File: src/logic/pwm_guard_consts.svh
/*
 * Register offsets, field positions, reset values and timing counts for the
 * PWM shutdown, restart and dead-band block.
 * Assumes inclusion by bare name from the design modules and the testbench.
 */
`ifndef PWM_GUARD_CONSTS_SVH
`define PWM_GUARD_CONSTS_SVH

// ****************************************************************
// register map (byte addresses on the APB)
// ****************************************************************
`define ADDR_AUTO_SHUTDOWN_CONTROL 8'h00
`define ADDR_RESTART_DEADBAND_CONTROL 8'h04
`define ADDR_IRQ_STATUS 8'h08
`define ADDR_IRQ_MASK 8'h0C
`define ADDR_PWM_DUTY 8'h10
`define ADDR_PWM_PERIOD 8'h14

// ****************************************************************
// field positions and reset values
// ****************************************************************
`define FLD_EVENT_FLAG 7
`define FLD_SRC_HI 6
`define FLD_SRC_LO 4
`define FLD_AC_HI 3
`define FLD_AC_LO 2
`define FLD_BD_HI 1
`define FLD_BD_LO 0
`define FLD_RESTART_EN 7
`define RST_AUTO_SHUTDOWN_CONTROL 8'h00
`define RST_RESTART_DEADBAND_CONTROL 8'h00
`define RST_PWM_DUTY 8'h40
`define RST_PWM_PERIOD 8'hFF

// ****************************************************************
// timing: one instruction cycle is four oscillator periods
// ****************************************************************
`define OSC_PER_INSTR 4
`define OSC_PERIOD_NS 10
`define INSTR_PERIOD_NS (`OSC_PER_INSTR * `OSC_PERIOD_NS)
`define INSTR_CYCLES (`INSTR_PERIOD_NS / `OSC_PERIOD_NS)

`endif

File: src/logic/pwm_guard_pkg.sv
/*
 * Types shared by the PWM guard block.
 * Assumes the constants header sits beside it.
 */
package pwm_guard_pkg;
    // ****************************************************************
    // types
    // ****************************************************************
    typedef enum logic [1:0]
    {
        PAIR_DRIVE_LOW = 2'h0,
        PAIR_DRIVE_HIGH = 2'h1,
        PAIR_FLOAT = 2'h2
    } pairState_t;

    typedef enum logic [1:0]
    {
        DB_IDLE = 2'h0,
        DB_WAIT = 2'h1,
        DB_ACTIVE = 2'h3
    } deadbandState_t;
endpackage : pwm_guard_pkg

File: src/logic/pwm_guard.sv
/*
 * PWM output stage with auto-shutdown, restart on period boundary and
 * half-bridge dead-band, reached over APB with an interrupt.
 * Assumes comparator and pin inputs are asynchronous to clock; pads
 * combine out, enable (low drives) into the four bridge pins.
 */
// The register addresses and the APB interface to the registers are this design's own decisions.
`timescale 1ns/100ps
`include "pwm_guard_consts.svh"
// Behaviour
// event flag reads 1 while outputs held in shutdown, 0 when normal
// three-bit source select ORs comparator one, comparator two, low interrupt pin
// pair A/C shutdown state: 00 low, 01 high, 1x float
// pair B/D shutdown state: 00 low, 01 high, 1x float
// shutdown is level sensitive and lasts while any enabled source holds
// software writes to event flag ignored while a condition holds
// after restart outputs resume only at start of next period
// auto-restart on: hardware clears flag once condition goes away
// auto-restart off: software must clear the flag to restart
// dead-band only delays inactive-to-active edges
// seven-bit count of instruction cycles, each four oscillator periods
// auto-restart is bit 7 beside delay count, both reset to zero
// pins go to shutdown state at once, no period wait
// software writing 1 to event flag is itself a shutdown event
// delay longer than duty keeps output inactive whole cycle
// half-bridge: A carries PWM, B its complement, both delayed
// delay counter restarts on every scheduled rising edge
module pwm_guard
    import pwm_guard_pkg::*;
#(
    parameter int DELAY_WIDTH = 7
)
(
    input wire logic clock,
    input wire logic rst,
    input wire logic psel,
    input wire logic penable,
    input wire logic pwrite,
    input wire logic [7:0] paddr,
    input wire logic [31:0] pwdata,
    output logic [31:0] prdata,
    output logic pready,
    output logic pslverr,
    input wire logic comparatorOne,
    input wire logic comparatorTwo,
    input wire logic extIntPin,
    output logic bridgeOutA,
    output logic bridgeOutB,
    output logic bridgeOutC,
    output logic bridgeOutD,
    output logic bridgeOeA_n,
    output logic bridgeOeB_n,
    output logic bridgeOeC_n,
    output logic bridgeOeD_n,
    output logic irq
);
    // ****************************************************************
    // registers and state
    // ****************************************************************
    logic eventFlag_q;
    logic [2:0] srcSel_q;
    logic [1:0] pairAc_q;
    logic [1:0] pairBd_q;
    logic restartEn_q;
    logic [DELAY_WIDTH-1:0] delay_q;
    logic [7:0] duty_q;
    logic [7:0] period_q;
    logic [7:0] timer_q;
    logic [1:0] irqStat_q;
    logic [1:0] irqMask_q;
    logic halted_q;
    logic [2:0] syncC1_q;
    logic [2:0] syncC2_q;
    logic [2:0] syncInt_q;
    logic c1_q;
    logic c2_q;
    logic intLow_q;
    logic [31:0] prdata_q;
    logic pready_q;
    logic pslverr_q;
    logic tick;
    logic outA;
    logic outB;

    // ****************************************************************
    // input synchronisers: three stages, a change counts once 2 and 3 agree
    // ****************************************************************
    always_ff @(posedge clock)
    begin
        if (rst)
        begin
            syncC1_q <= 3'h0;
            syncC2_q <= 3'h0;
            syncInt_q <= 3'h7;
            c1_q <= 1'b0;
            c2_q <= 1'b0;
            intLow_q <= 1'b0;
        end
        else
        begin
            syncC1_q <= {syncC1_q[1:0], comparatorOne};
            syncC2_q <= {syncC2_q[1:0], comparatorTwo};
            syncInt_q <= {syncInt_q[1:0], extIntPin};
            if (syncC1_q[1] == syncC1_q[2])
                c1_q <= syncC1_q[2];
            if (syncC2_q[1] == syncC2_q[2])
                c2_q <= syncC2_q[2];
            if (syncInt_q[1] == syncInt_q[2])
                intLow_q <= ~syncInt_q[2];
        end
    end

    // ****************************************************************
    // decode
    // ****************************************************************
    function automatic logic hit(input logic [7:0] a, input logic [7:0] r);
        hit = (a == r);
    endfunction : hit

    wire access = psel & penable;
    wire wrEn = access & pwrite;
    wire known = hit(paddr, `ADDR_AUTO_SHUTDOWN_CONTROL)
        | hit(paddr, `ADDR_RESTART_DEADBAND_CONTROL) | hit(paddr, `ADDR_IRQ_STATUS)
        | hit(paddr, `ADDR_IRQ_MASK) | hit(paddr, `ADDR_PWM_DUTY)
        | hit(paddr, `ADDR_PWM_PERIOD);
    wire wrAsc = wrEn & hit(paddr, `ADDR_AUTO_SHUTDOWN_CONTROL);
    wire wrRdc = wrEn & hit(paddr, `ADDR_RESTART_DEADBAND_CONTROL);
    // enabled sources ORed, level sensitive
    wire condition = (srcSel_q[0] & c1_q) | (srcSel_q[1] & c2_q)
        | (srcSel_q[2] & intLow_q);
    wire swSet = wrAsc & pwdata[`FLD_EVENT_FLAG];
    wire swClear = wrAsc & ~pwdata[`FLD_EVENT_FLAG] & ~condition;
    wire hwClear = restartEn_q & ~condition;
    wire periodEnd = (timer_q == period_q);
    wire shutActive = eventFlag_q | condition;
    wire [7:0] ascRead = {eventFlag_q, srcSel_q, pairAc_q, pairBd_q};
    wire [31:0] readMux =
        hit(paddr, `ADDR_AUTO_SHUTDOWN_CONTROL) ? {24'h0, ascRead} :
        hit(paddr, `ADDR_RESTART_DEADBAND_CONTROL) ? {24'h0, restartEn_q, delay_q} :
        hit(paddr, `ADDR_IRQ_STATUS) ? {30'h0, irqStat_q} :
        hit(paddr, `ADDR_IRQ_MASK) ? {30'h0, irqMask_q} :
        hit(paddr, `ADDR_PWM_DUTY) ? {24'h0, duty_q} :
        hit(paddr, `ADDR_PWM_PERIOD) ? {24'h0, period_q} : 32'h0;

    // ****************************************************************
    // shutdown flag: set wins over clear, writes ignored while condition holds
    // ****************************************************************
    always_ff @(posedge clock)
    begin
        if (rst)
            eventFlag_q <= 1'b0;
        else if (condition || swSet)
            eventFlag_q <= 1'b1;
        else if (swClear || hwClear)
            eventFlag_q <= 1'b0;
    end

    // restart waits for the period boundary, so no runt pulse leaves
    always_ff @(posedge clock)
    begin
        if (rst)
            halted_q <= 1'b1;
        else if (shutActive)
            halted_q <= 1'b1;
        else if (periodEnd && tick)
            halted_q <= 1'b0; // only on the wrap tick, not mid-count
    end

    // ****************************************************************
    // control registers
    // ****************************************************************
    always_ff @(posedge clock)
    begin
        if (rst)
        begin
            srcSel_q <= 3'(`RST_AUTO_SHUTDOWN_CONTROL >> `FLD_SRC_LO);
            pairAc_q <= 2'h0;
            pairBd_q <= 2'h0;
            restartEn_q <= 1'b0;
            delay_q <= '0;
            duty_q <= `RST_PWM_DUTY;
            period_q <= `RST_PWM_PERIOD;
            irqMask_q <= 2'h0;
        end
        else
        begin
            if (wrAsc)
            begin
                srcSel_q <= pwdata[`FLD_SRC_HI:`FLD_SRC_LO];
                pairAc_q <= pwdata[`FLD_AC_HI:`FLD_AC_LO];
                pairBd_q <= pwdata[`FLD_BD_HI:`FLD_BD_LO];
            end
            if (wrRdc)
            begin
                restartEn_q <= pwdata[`FLD_RESTART_EN];
                delay_q <= pwdata[DELAY_WIDTH-1:0];
            end
            if (wrEn && hit(paddr, `ADDR_PWM_DUTY))
                duty_q <= pwdata[7:0];
            if (wrEn && hit(paddr, `ADDR_PWM_PERIOD))
                period_q <= pwdata[7:0];
            if (wrEn && hit(paddr, `ADDR_IRQ_MASK))
                irqMask_q <= pwdata[1:0];
        end
    end

    // ****************************************************************
    // interrupts: bit0 shutdown entered, bit1 period end; write one clears
    // ****************************************************************
    wire [1:0] irqEvt = {periodEnd & tick, condition & ~eventFlag_q | swSet};
    wire [1:0] irqClr = (wrEn && hit(paddr, `ADDR_IRQ_STATUS)) ? pwdata[1:0] : 2'h0;
    always_ff @(posedge clock)
    begin
        if (rst)
        begin
            irqStat_q <= 2'h0;
            irq <= 1'b0;
        end
        else
        begin
            irqStat_q <= irqEvt | (irqStat_q & ~irqClr);
            irq <= |(irqStat_q & irqMask_q);
        end
    end

    // ****************************************************************
    // period timer, stepping once per instruction cycle
    // ****************************************************************
    instr_tick u_tick
    (
        .clock(clock),
        .rst(rst),
        .tick(tick)
    );

    always_ff @(posedge clock)
    begin
        if (rst)
            timer_q <= 8'h0;
        else if (tick)
            timer_q <= periodEnd ? 8'h0 : timer_q + 8'h1;
    end

    // half-bridge: A is the PWM, B its complement, both edge-delayed
    wire schedA = ~halted_q & (timer_q < duty_q);
    wire schedB = ~halted_q & ~(timer_q < duty_q);

    deadband_delay #(.WIDTH(DELAY_WIDTH)) u_dbA
    (
        .clock(clock),
        .rst(rst),
        .tick(tick),
        .sched(schedA),
        .delay(delay_q),
        .actual(outA)
    );

    deadband_delay #(.WIDTH(DELAY_WIDTH)) u_dbB
    (
        .clock(clock),
        .rst(rst),
        .tick(tick),
        .sched(schedB),
        .delay(delay_q),
        .actual(outB)
    );

    // ****************************************************************
    // pins: condition forces shutdown state without waiting on the period
    // ****************************************************************
    wire acFloat = pairAc_q[1];
    wire bdFloat = pairBd_q[1];
    wire acLevel = pairAc_q[0];
    wire bdLevel = pairBd_q[0];
    always_ff @(posedge clock)
    begin
        if (rst)
        begin
            bridgeOutA <= 1'b0;
            bridgeOutB <= 1'b0;
            bridgeOutC <= 1'b0;
            bridgeOutD <= 1'b0;
            bridgeOeA_n <= 1'b1;
            bridgeOeB_n <= 1'b1;
            bridgeOeC_n <= 1'b1;
            bridgeOeD_n <= 1'b1;
        end
        else if (shutActive || condition || swSet || halted_q)
        begin
            bridgeOutA <= acLevel;
            bridgeOutC <= acLevel;
            bridgeOutB <= bdLevel;
            bridgeOutD <= bdLevel;
            bridgeOeA_n <= acFloat;
            bridgeOeC_n <= acFloat;
            bridgeOeB_n <= bdFloat;
            bridgeOeD_n <= bdFloat;
        end
        else
        begin
            bridgeOutA <= outA & ~halted_q;
            bridgeOutB <= outB & ~halted_q;
            bridgeOutC <= 1'b0;
            bridgeOutD <= 1'b0;
            bridgeOeA_n <= 1'b0;
            bridgeOeB_n <= 1'b0;
            bridgeOeC_n <= 1'b0;
            bridgeOeD_n <= 1'b0;
        end
    end

    // ****************************************************************
    // APB slave: no wait states, unmapped addresses answer with pslverr
    // ****************************************************************
    always_ff @(posedge clock)
    begin
        if (rst)
        begin
            pready_q <= 1'b0;
            pslverr_q <= 1'b0;
            prdata_q <= 32'h0;
        end
        else
        begin
            pready_q <= psel & ~penable;
            pslverr_q <= psel & ~penable & ~known;
            prdata_q <= readMux;
        end
    end
    assign pready = pready_q;
    assign pslverr = pslverr_q;
    assign prdata = prdata_q;

    // ****************************************************************
    // checks
    // ****************************************************************
    AST_FLAG_HELD: assert property (@(posedge clock) disable iff (rst)
        condition |=> eventFlag_q)
        else $error("flag clear while condition held");
    AST_WRITE_IGNORED: assert property (@(posedge clock) disable iff (rst)
        (condition && wrAsc && !pwdata[7]) |=> eventFlag_q)
        else $error("flag cleared by write during condition");
    AST_AUTO_CLEAR: assert property (@(posedge clock) disable iff (rst)
        (restartEn_q && eventFlag_q && !condition && !swSet && !wrRdc) |=> !eventFlag_q)
        else $error("auto restart did not clear flag");
    AST_NO_SELF_CLEAR: assert property (@(posedge clock) disable iff (rst)
        (!restartEn_q && eventFlag_q && !wrAsc && !wrRdc) |=> eventFlag_q)
        else $error("flag cleared without software");
    AST_SW_EVENT: assert property (@(posedge clock) disable iff (rst)
        swSet |=> eventFlag_q)
        else $error("software event missed");
    AST_PAIR_AC: assert property (@(posedge clock) disable iff (rst)
        (shutActive && !pairAc_q[1] && !wrAsc) |=> (bridgeOutA == $past(acLevel))
        && !bridgeOeC_n)
        else $error("pair A/C wrong shutdown state");
    AST_PAIR_BD: assert property (@(posedge clock) disable iff (rst)
        (shutActive && pairBd_q[1] && !wrAsc) |=> bridgeOeB_n && bridgeOeD_n)
        else $error("pair B/D not floating");
    AST_RESUME_BOUNDARY: assert property (@(posedge clock) disable iff (rst)
        $fell(halted_q) |-> $past(periodEnd))
        else $error("restart not at period start");
    AST_SHUT_FAST: assert property (@(posedge clock) disable iff (rst)
        $rose(condition) |=> (bridgeOeA_n == pairAc_q[1]))
        else $error("pins late into shutdown");
    AST_RESET_ZERO: assert property (@(posedge clock)
        rst |=> !restartEn_q && delay_q == '0)
        else $error("restart register not zero after reset");
    CV_SHUTDOWN: cover property (@(posedge clock) disable iff (rst) $rose(eventFlag_q));
    CV_AUTO: cover property (@(posedge clock) disable iff (rst)
        restartEn_q && $fell(eventFlag_q));
    CV_RESUME: cover property (@(posedge clock) disable iff (rst) $fell(halted_q));
endmodule : pwm_guard

File: src/logic/instr_tick.sv
/*
 * Instruction-cycle enable: one pulse every four clocks.
 * Assumes a single clock and a synchronous active-high reset.
 */
`timescale 1ns/100ps
`include "pwm_guard_consts.svh"
module instr_tick
(
    input wire logic clock,
    input wire logic rst,
    output logic tick
);
    logic [1:0] div_q;

    // free-running divider
    always_ff @(posedge clock)
    begin
        if (rst)
            div_q <= 2'h0;
        else
            div_q <= div_q + 2'h1;
    end

    assign tick = (div_q == 2'(`INSTR_CYCLES - 1));
endmodule : instr_tick

File: src/logic/deadband_delay.sv
/*
 * Dead-band delay for one output: holds off each inactive-to-active edge
 * by a count of instruction cycles; releases at once when falling.
 * Assumes tick is a one-cycle enable on the same clock.
 */
`timescale 1ns/100ps
`include "pwm_guard_consts.svh"
module deadband_delay
    import pwm_guard_pkg::*;
#(
    parameter int WIDTH = 7
)
(
    input wire logic clock,
    input wire logic rst,
    input wire logic tick,
    input wire logic sched,
    input wire logic [WIDTH-1:0] delay,
    output logic actual
);
    deadbandState_t state_q;
    deadbandState_t state_d;
    logic [WIDTH-1:0] cnt_q;
    logic sched_q;
    wire rise = sched & ~sched_q;
    wire done = (cnt_q >= delay);

    // next state: delay only the rising edge, fall at once
    always_comb
    begin
        state_d = state_q;
        case (state_q)
            DB_IDLE: if (rise) state_d = (delay == '0) ? DB_ACTIVE : DB_WAIT;
            DB_WAIT: if (!sched) state_d = DB_IDLE; else if (done) state_d = DB_ACTIVE;
            DB_ACTIVE: if (!sched) state_d = DB_IDLE;
            default: state_d = DB_IDLE;
        endcase
    end

    // counter restarts on each scheduled rise, so a new delay applies next edge
    always_ff @(posedge clock)
    begin
        if (rst)
        begin
            state_q <= DB_IDLE;
            cnt_q <= '0;
            sched_q <= 1'b0;
        end
        else
        begin
            state_q <= state_d;
            sched_q <= sched;
            if (rise)
                cnt_q <= '0;
            else if (tick && state_q == DB_WAIT)
                cnt_q <= cnt_q + 1'b1;
        end
    end

    // a delay longer than the duty leaves the output low all cycle
    assign actual = (state_q == DB_ACTIVE);

    AST_FALL_IMMEDIATE: assert property (@(posedge clock) disable iff (rst)
        !sched |=> !actual)
        else $error("output stayed active after schedule fell");
endmodule : deadband_delay

File: config.mk
export PLATFORM = sky130hd
export DESIGN_NAME = pwm_guard
export DESIGN_NICKNAME = d
export VERILOG_FILES = /design/src/logic/pwm_guard_pkg.sv /design/src/logic/pwm_guard.sv /design/src/logic/instr_tick.sv /design/src/logic/deadband_delay.sv
export VERILOG_INCLUDE_DIRS = /design/src /design/src/logic
export SDC_FILE = /design/constraint.sdc
export NUM_CORES = 1
export LEC_CHECK = 0
export BUFFER_PORTS_ARGS = -buffer_cell sky130_fd_sc_hd__buf_2
export CORE_MARGIN = 1
export CORE_UTILIZATION = 35
export CTS_CLUSTER_DIAMETER = 40
export DETAILED_ROUTE_END_ITERATION = 12
export SETUP_SLACK_MARGIN = 0.1
export SYNTH_ARGS = -nofsm -noshare
export SYNTH_HDL_FRONTEND = slang
export SYNTH_SLANG_ARGS = --single-unit
File: constraint.sdc
create_clock -name clock -period 1.9 [get_ports clock]
set_clock_uncertainty 0.15 [all_clocks]
set_input_delay 0.095 -clock clock [delete_from_list [all_inputs] [get_ports clock]]
set_output_delay 0.095 -clock clock [all_outputs]
set_load 0.01 [all_outputs]
==> run summary <==
Syn Inst Count -> 499
Share of the synthesized area in the top cell type -> 41.5%
YS warnings -> 0
CP required -> 1.98 ns
Pre-antenna DRT Iters -> 4
Reg power frac -> 50.4%
Worst-skew pair later-pin latency -> 0.35 ns
DPL Wire Length -> 8000 um
Hold Slack -> 0.0226 ns
Unique masters post-synth -> 57
Fmax -> 0.525 GHz
Minimum clock period -> 1.90 ns
Final Hold Violating Endpoints -> 0
Largest stage delay, worst path -> 0.45 ns
Slack of the critical path -> -0.00389 ns
Ant. Diodes -> 0
Total Wirelength -> 11,100 um
Fillcell total -> 1,232
Synthesized area -> 4630 um2
Share of cells above drive strength 1 -> 22.6%
Synthesized area per cell -> 9.28 um2
Overall routing resource usage -> 17.5%
Post-synth top flop -> dfxtp_1
Largest area contributor in the netlist -> dfxtp_1
Core area -> 12,800 um2
Pleak -> 2.45 nW
WP buf/inv -> 2
Area contributors post-synth -> dfxtp_1 (41%), mux2i_1 (8.4%), ha_1 (6.8%)
CTS max path bufs -> 2
Final setup vio count -> 1
Peak VDD IR -> 396 uV
Gate power share -> 5.9%
Pint -> 3.05 mW
Antenna violations before repair -> 0
Family with the most delay on the worst path -> compound AO/OA/AOI/OAI gates
Gr ovfl total -> 0
Pin count of the biggest net entering global routing -> 63
Detailed router's first-iteration violation count -> 174
Die area -> 13,700 um2
CTS Sinks -> 96
Routed vias -> 3,749
Clock transition at path regs -> 0.07 ns
Sw Ratio -> 24.5%
CP Cell Sequence -> inv_2, ha_4, a2111o_1, a2111oi_4, buf_4, nor3_1
Relative slew slack -> 49.4%
Setup CP Type -> reg2reg
CP max stage cell -> a2111o_1
Vias in the first global route -> 3,578
Die width -> 117 um
Non-Filler Instances -> 756
Placed insts -> 719
Final Slew Violations -> 0
Routed vias/inst -> 4.96
Hold WC Path Type -> in2reg
Initial Util -> 36.3%
Root buffer cell -> clkbuf_16
P per Cell Area -> 702 nW/um2
# nets final -> 652
#FFs+latches synth -> 96
Worst-Margin Slew -> 0.752 ns
Sequential share of the synthesized area -> 41.5%
Post-synth EDFFs -> 0
Clock buffer count from CTS -> 9
Wire per inst -> 14.6 um
Worst setup EP type -> flip-flop
Setup TNS -> -0.00389 ns
Failing checks -> setup timing
Critical path startpoint category -> flip-flop
First-pass GRT wire length -> 18,000 um
Net switching power -> 0.988 mW
Port Buffer Count -> 42
Area Overhead vs Synth -> 24.3%
# rows -> 41
Overall power -> 4.04 mW
Post-DRT Antenna Nets -> 0
Post-synth ARST share -> 0%
DRC -> 0
Die Y -> 117 um
Crit-path max FO -> 7
RSZ-0062 raised after global routing -> yes
Fin crit share -> 100%
TritonCTS clock tree -> built
Critical path arrival -> 1.98 ns
Status -> finished, violations left
Ports -> 91
Final Util -> 45.1%
Max_cap viols -> 0
RePlAce Congestion -> 0.802
H-tree depth -> 3
Clock network fraction of total power -> 43.7%
## cells in the mapped netlist (all sizes together) (2+ instances only)
master and count:
a211oi 9, a21o 4, a21oi 17, a22oi 6, a31oi 4, and3 2
and4 2, buf 33, clkbuf 13, dfxtp 96, ha 25, inv 19
mux2i 39, nand2 20, nand2b 3, nand3 9, nand3b 3, nand4 12
nand4b 3, nor2 64, nor2b 9, nor3 28, nor3b 4, nor4 9
o2111a 2, o21a 2, o21ai 11, or2 4, or3 3, xnor2 20
xor2 7
## layout by cell type, fill, tap and decap left out, drive strengths merged, types with 2 or more instances in the layout
cell type	instances
dfxtp	96
buf	74
nor2	64
mux2i	39
nor3	28
ha	25
inv	25
conb	24
nand2	20
xnor2	20
dlygate4sd3	17
a21oi	17
nand4	12
o21ai	11
nand3	9
nor2b	9
clkbuf	9
a211oi	9
nor4	9
xor2	7
a22oi	6
a21o	5
a31oi	4
or2	4
nor3b	4
nand2b	3
nand3b	3
nand4b	3
or3	3
and4	2
o2111a	2
o21a	2
clkinv	2
and3	2
## power groups by stage
stage / registers, mW / logic [mW] / clock network, mW
final: 2.03 / 0.239 / 1.77
after global routing: 2.04 / 0.263 / 1.91
after CTS: 2.04 / 0.234 / 1.83
after detailed placement: 2.08 / 0.205 / 0
after global placement: 2.08 / 0.202 / 0
after floorplan: 2.08 / 0.156 / 0
## final timing paths
path / from / to / slack, ns / cells after the start
min: rst / prdata[0] / 0.02 / 2
max reg2reg: duty_q[1] / u_dbA.cnt_q[3] / -0.004 / 6
min reg2reg: syncInt_q[0] / syncInt_q[1] / 0.26 / 1
max: duty_q[1] / u_dbA.cnt_q[3] / -0.004 / 6
## metal layers
| metal | share of wire (%) | wire length, um | track usage, % | up-vias |
|---|---|---|---|---|
| met5 | 0 | 0 | 0 | - |
| met4 | 1.4 | 159 | 6.75 | 0 |
| met3 | 3.9 | 427 | 3.40 | 9 |
| met2 | 47 | 5170 | 28.0 | 76 |
| met1 | 48 | 5300 | 23.3 | 1791 |
| li1 | - | - | - | 1873 |
## through the flow
stage               cell area (um2)  worst slack [ns]
CTS                            5640           -0.0149
finish                         5760          -0.00389
floorplan                      4720            0.0881
detailed placement             5090           -0.0917
global route                   5760           -0.0840
global placement               5090           -0.0390
## state kept, by name, summed over array words and instances (netlist names), 2 cells and up
name / flops
syncC2_q: 3
u_dbA.cnt_q: 7
u_dbB.state_q: 2
irqStat_q: 2
u_dbA.state_q: 2
syncC1_q: 3
syncInt_q: 3
pairBd_q: 2
prdata: 8
srcSel_q: 3
period_q: 8
duty_q: 8
irqMask_q: 2
u_dbB.cnt_q: 7
pairAc_q: 2
delay_q: 7
timer_q: 8
u_tick.div_q: 2
## layout make-up
class                           instances  area [um2]  area share [%]
Clock buffer                            9         225            3.91
Clock inverter                          7        66.3            1.15
Inverter                               20        75.1            1.30
Multi-Input combinational cell        361        2600            45.1
Sequential cell                        96        1930            33.6
Tap cell                              172         215            3.74
Timing Repair Buffer                   91         644            11.2
## kinds of logic after synthesis
| logic type | share of synthesized area, % |
|---|---|
| buf+inv | 7.70 |
| mux | 8.43 |
| simple gates | 20.1 |
| fa+ha+maj | 6.75 |
| xor+xnor | 5.11 |
| flops | 41.5 |
| compound gates | 10.3 |
| other cells | 0.0810 |
## timing repair
item | in CTS | in global routing
hold buffers | 17 | 0
setup buffers | 0 | 3
pin swaps | 3 | 6
cloned | 1 | 0
endpoints found under the hold margin | 40 | 0
endpoints found under the setup margin | 21 | 31
resized for setup | 17 | 19
Note: power is estimated with default switching activity, not from simulation.
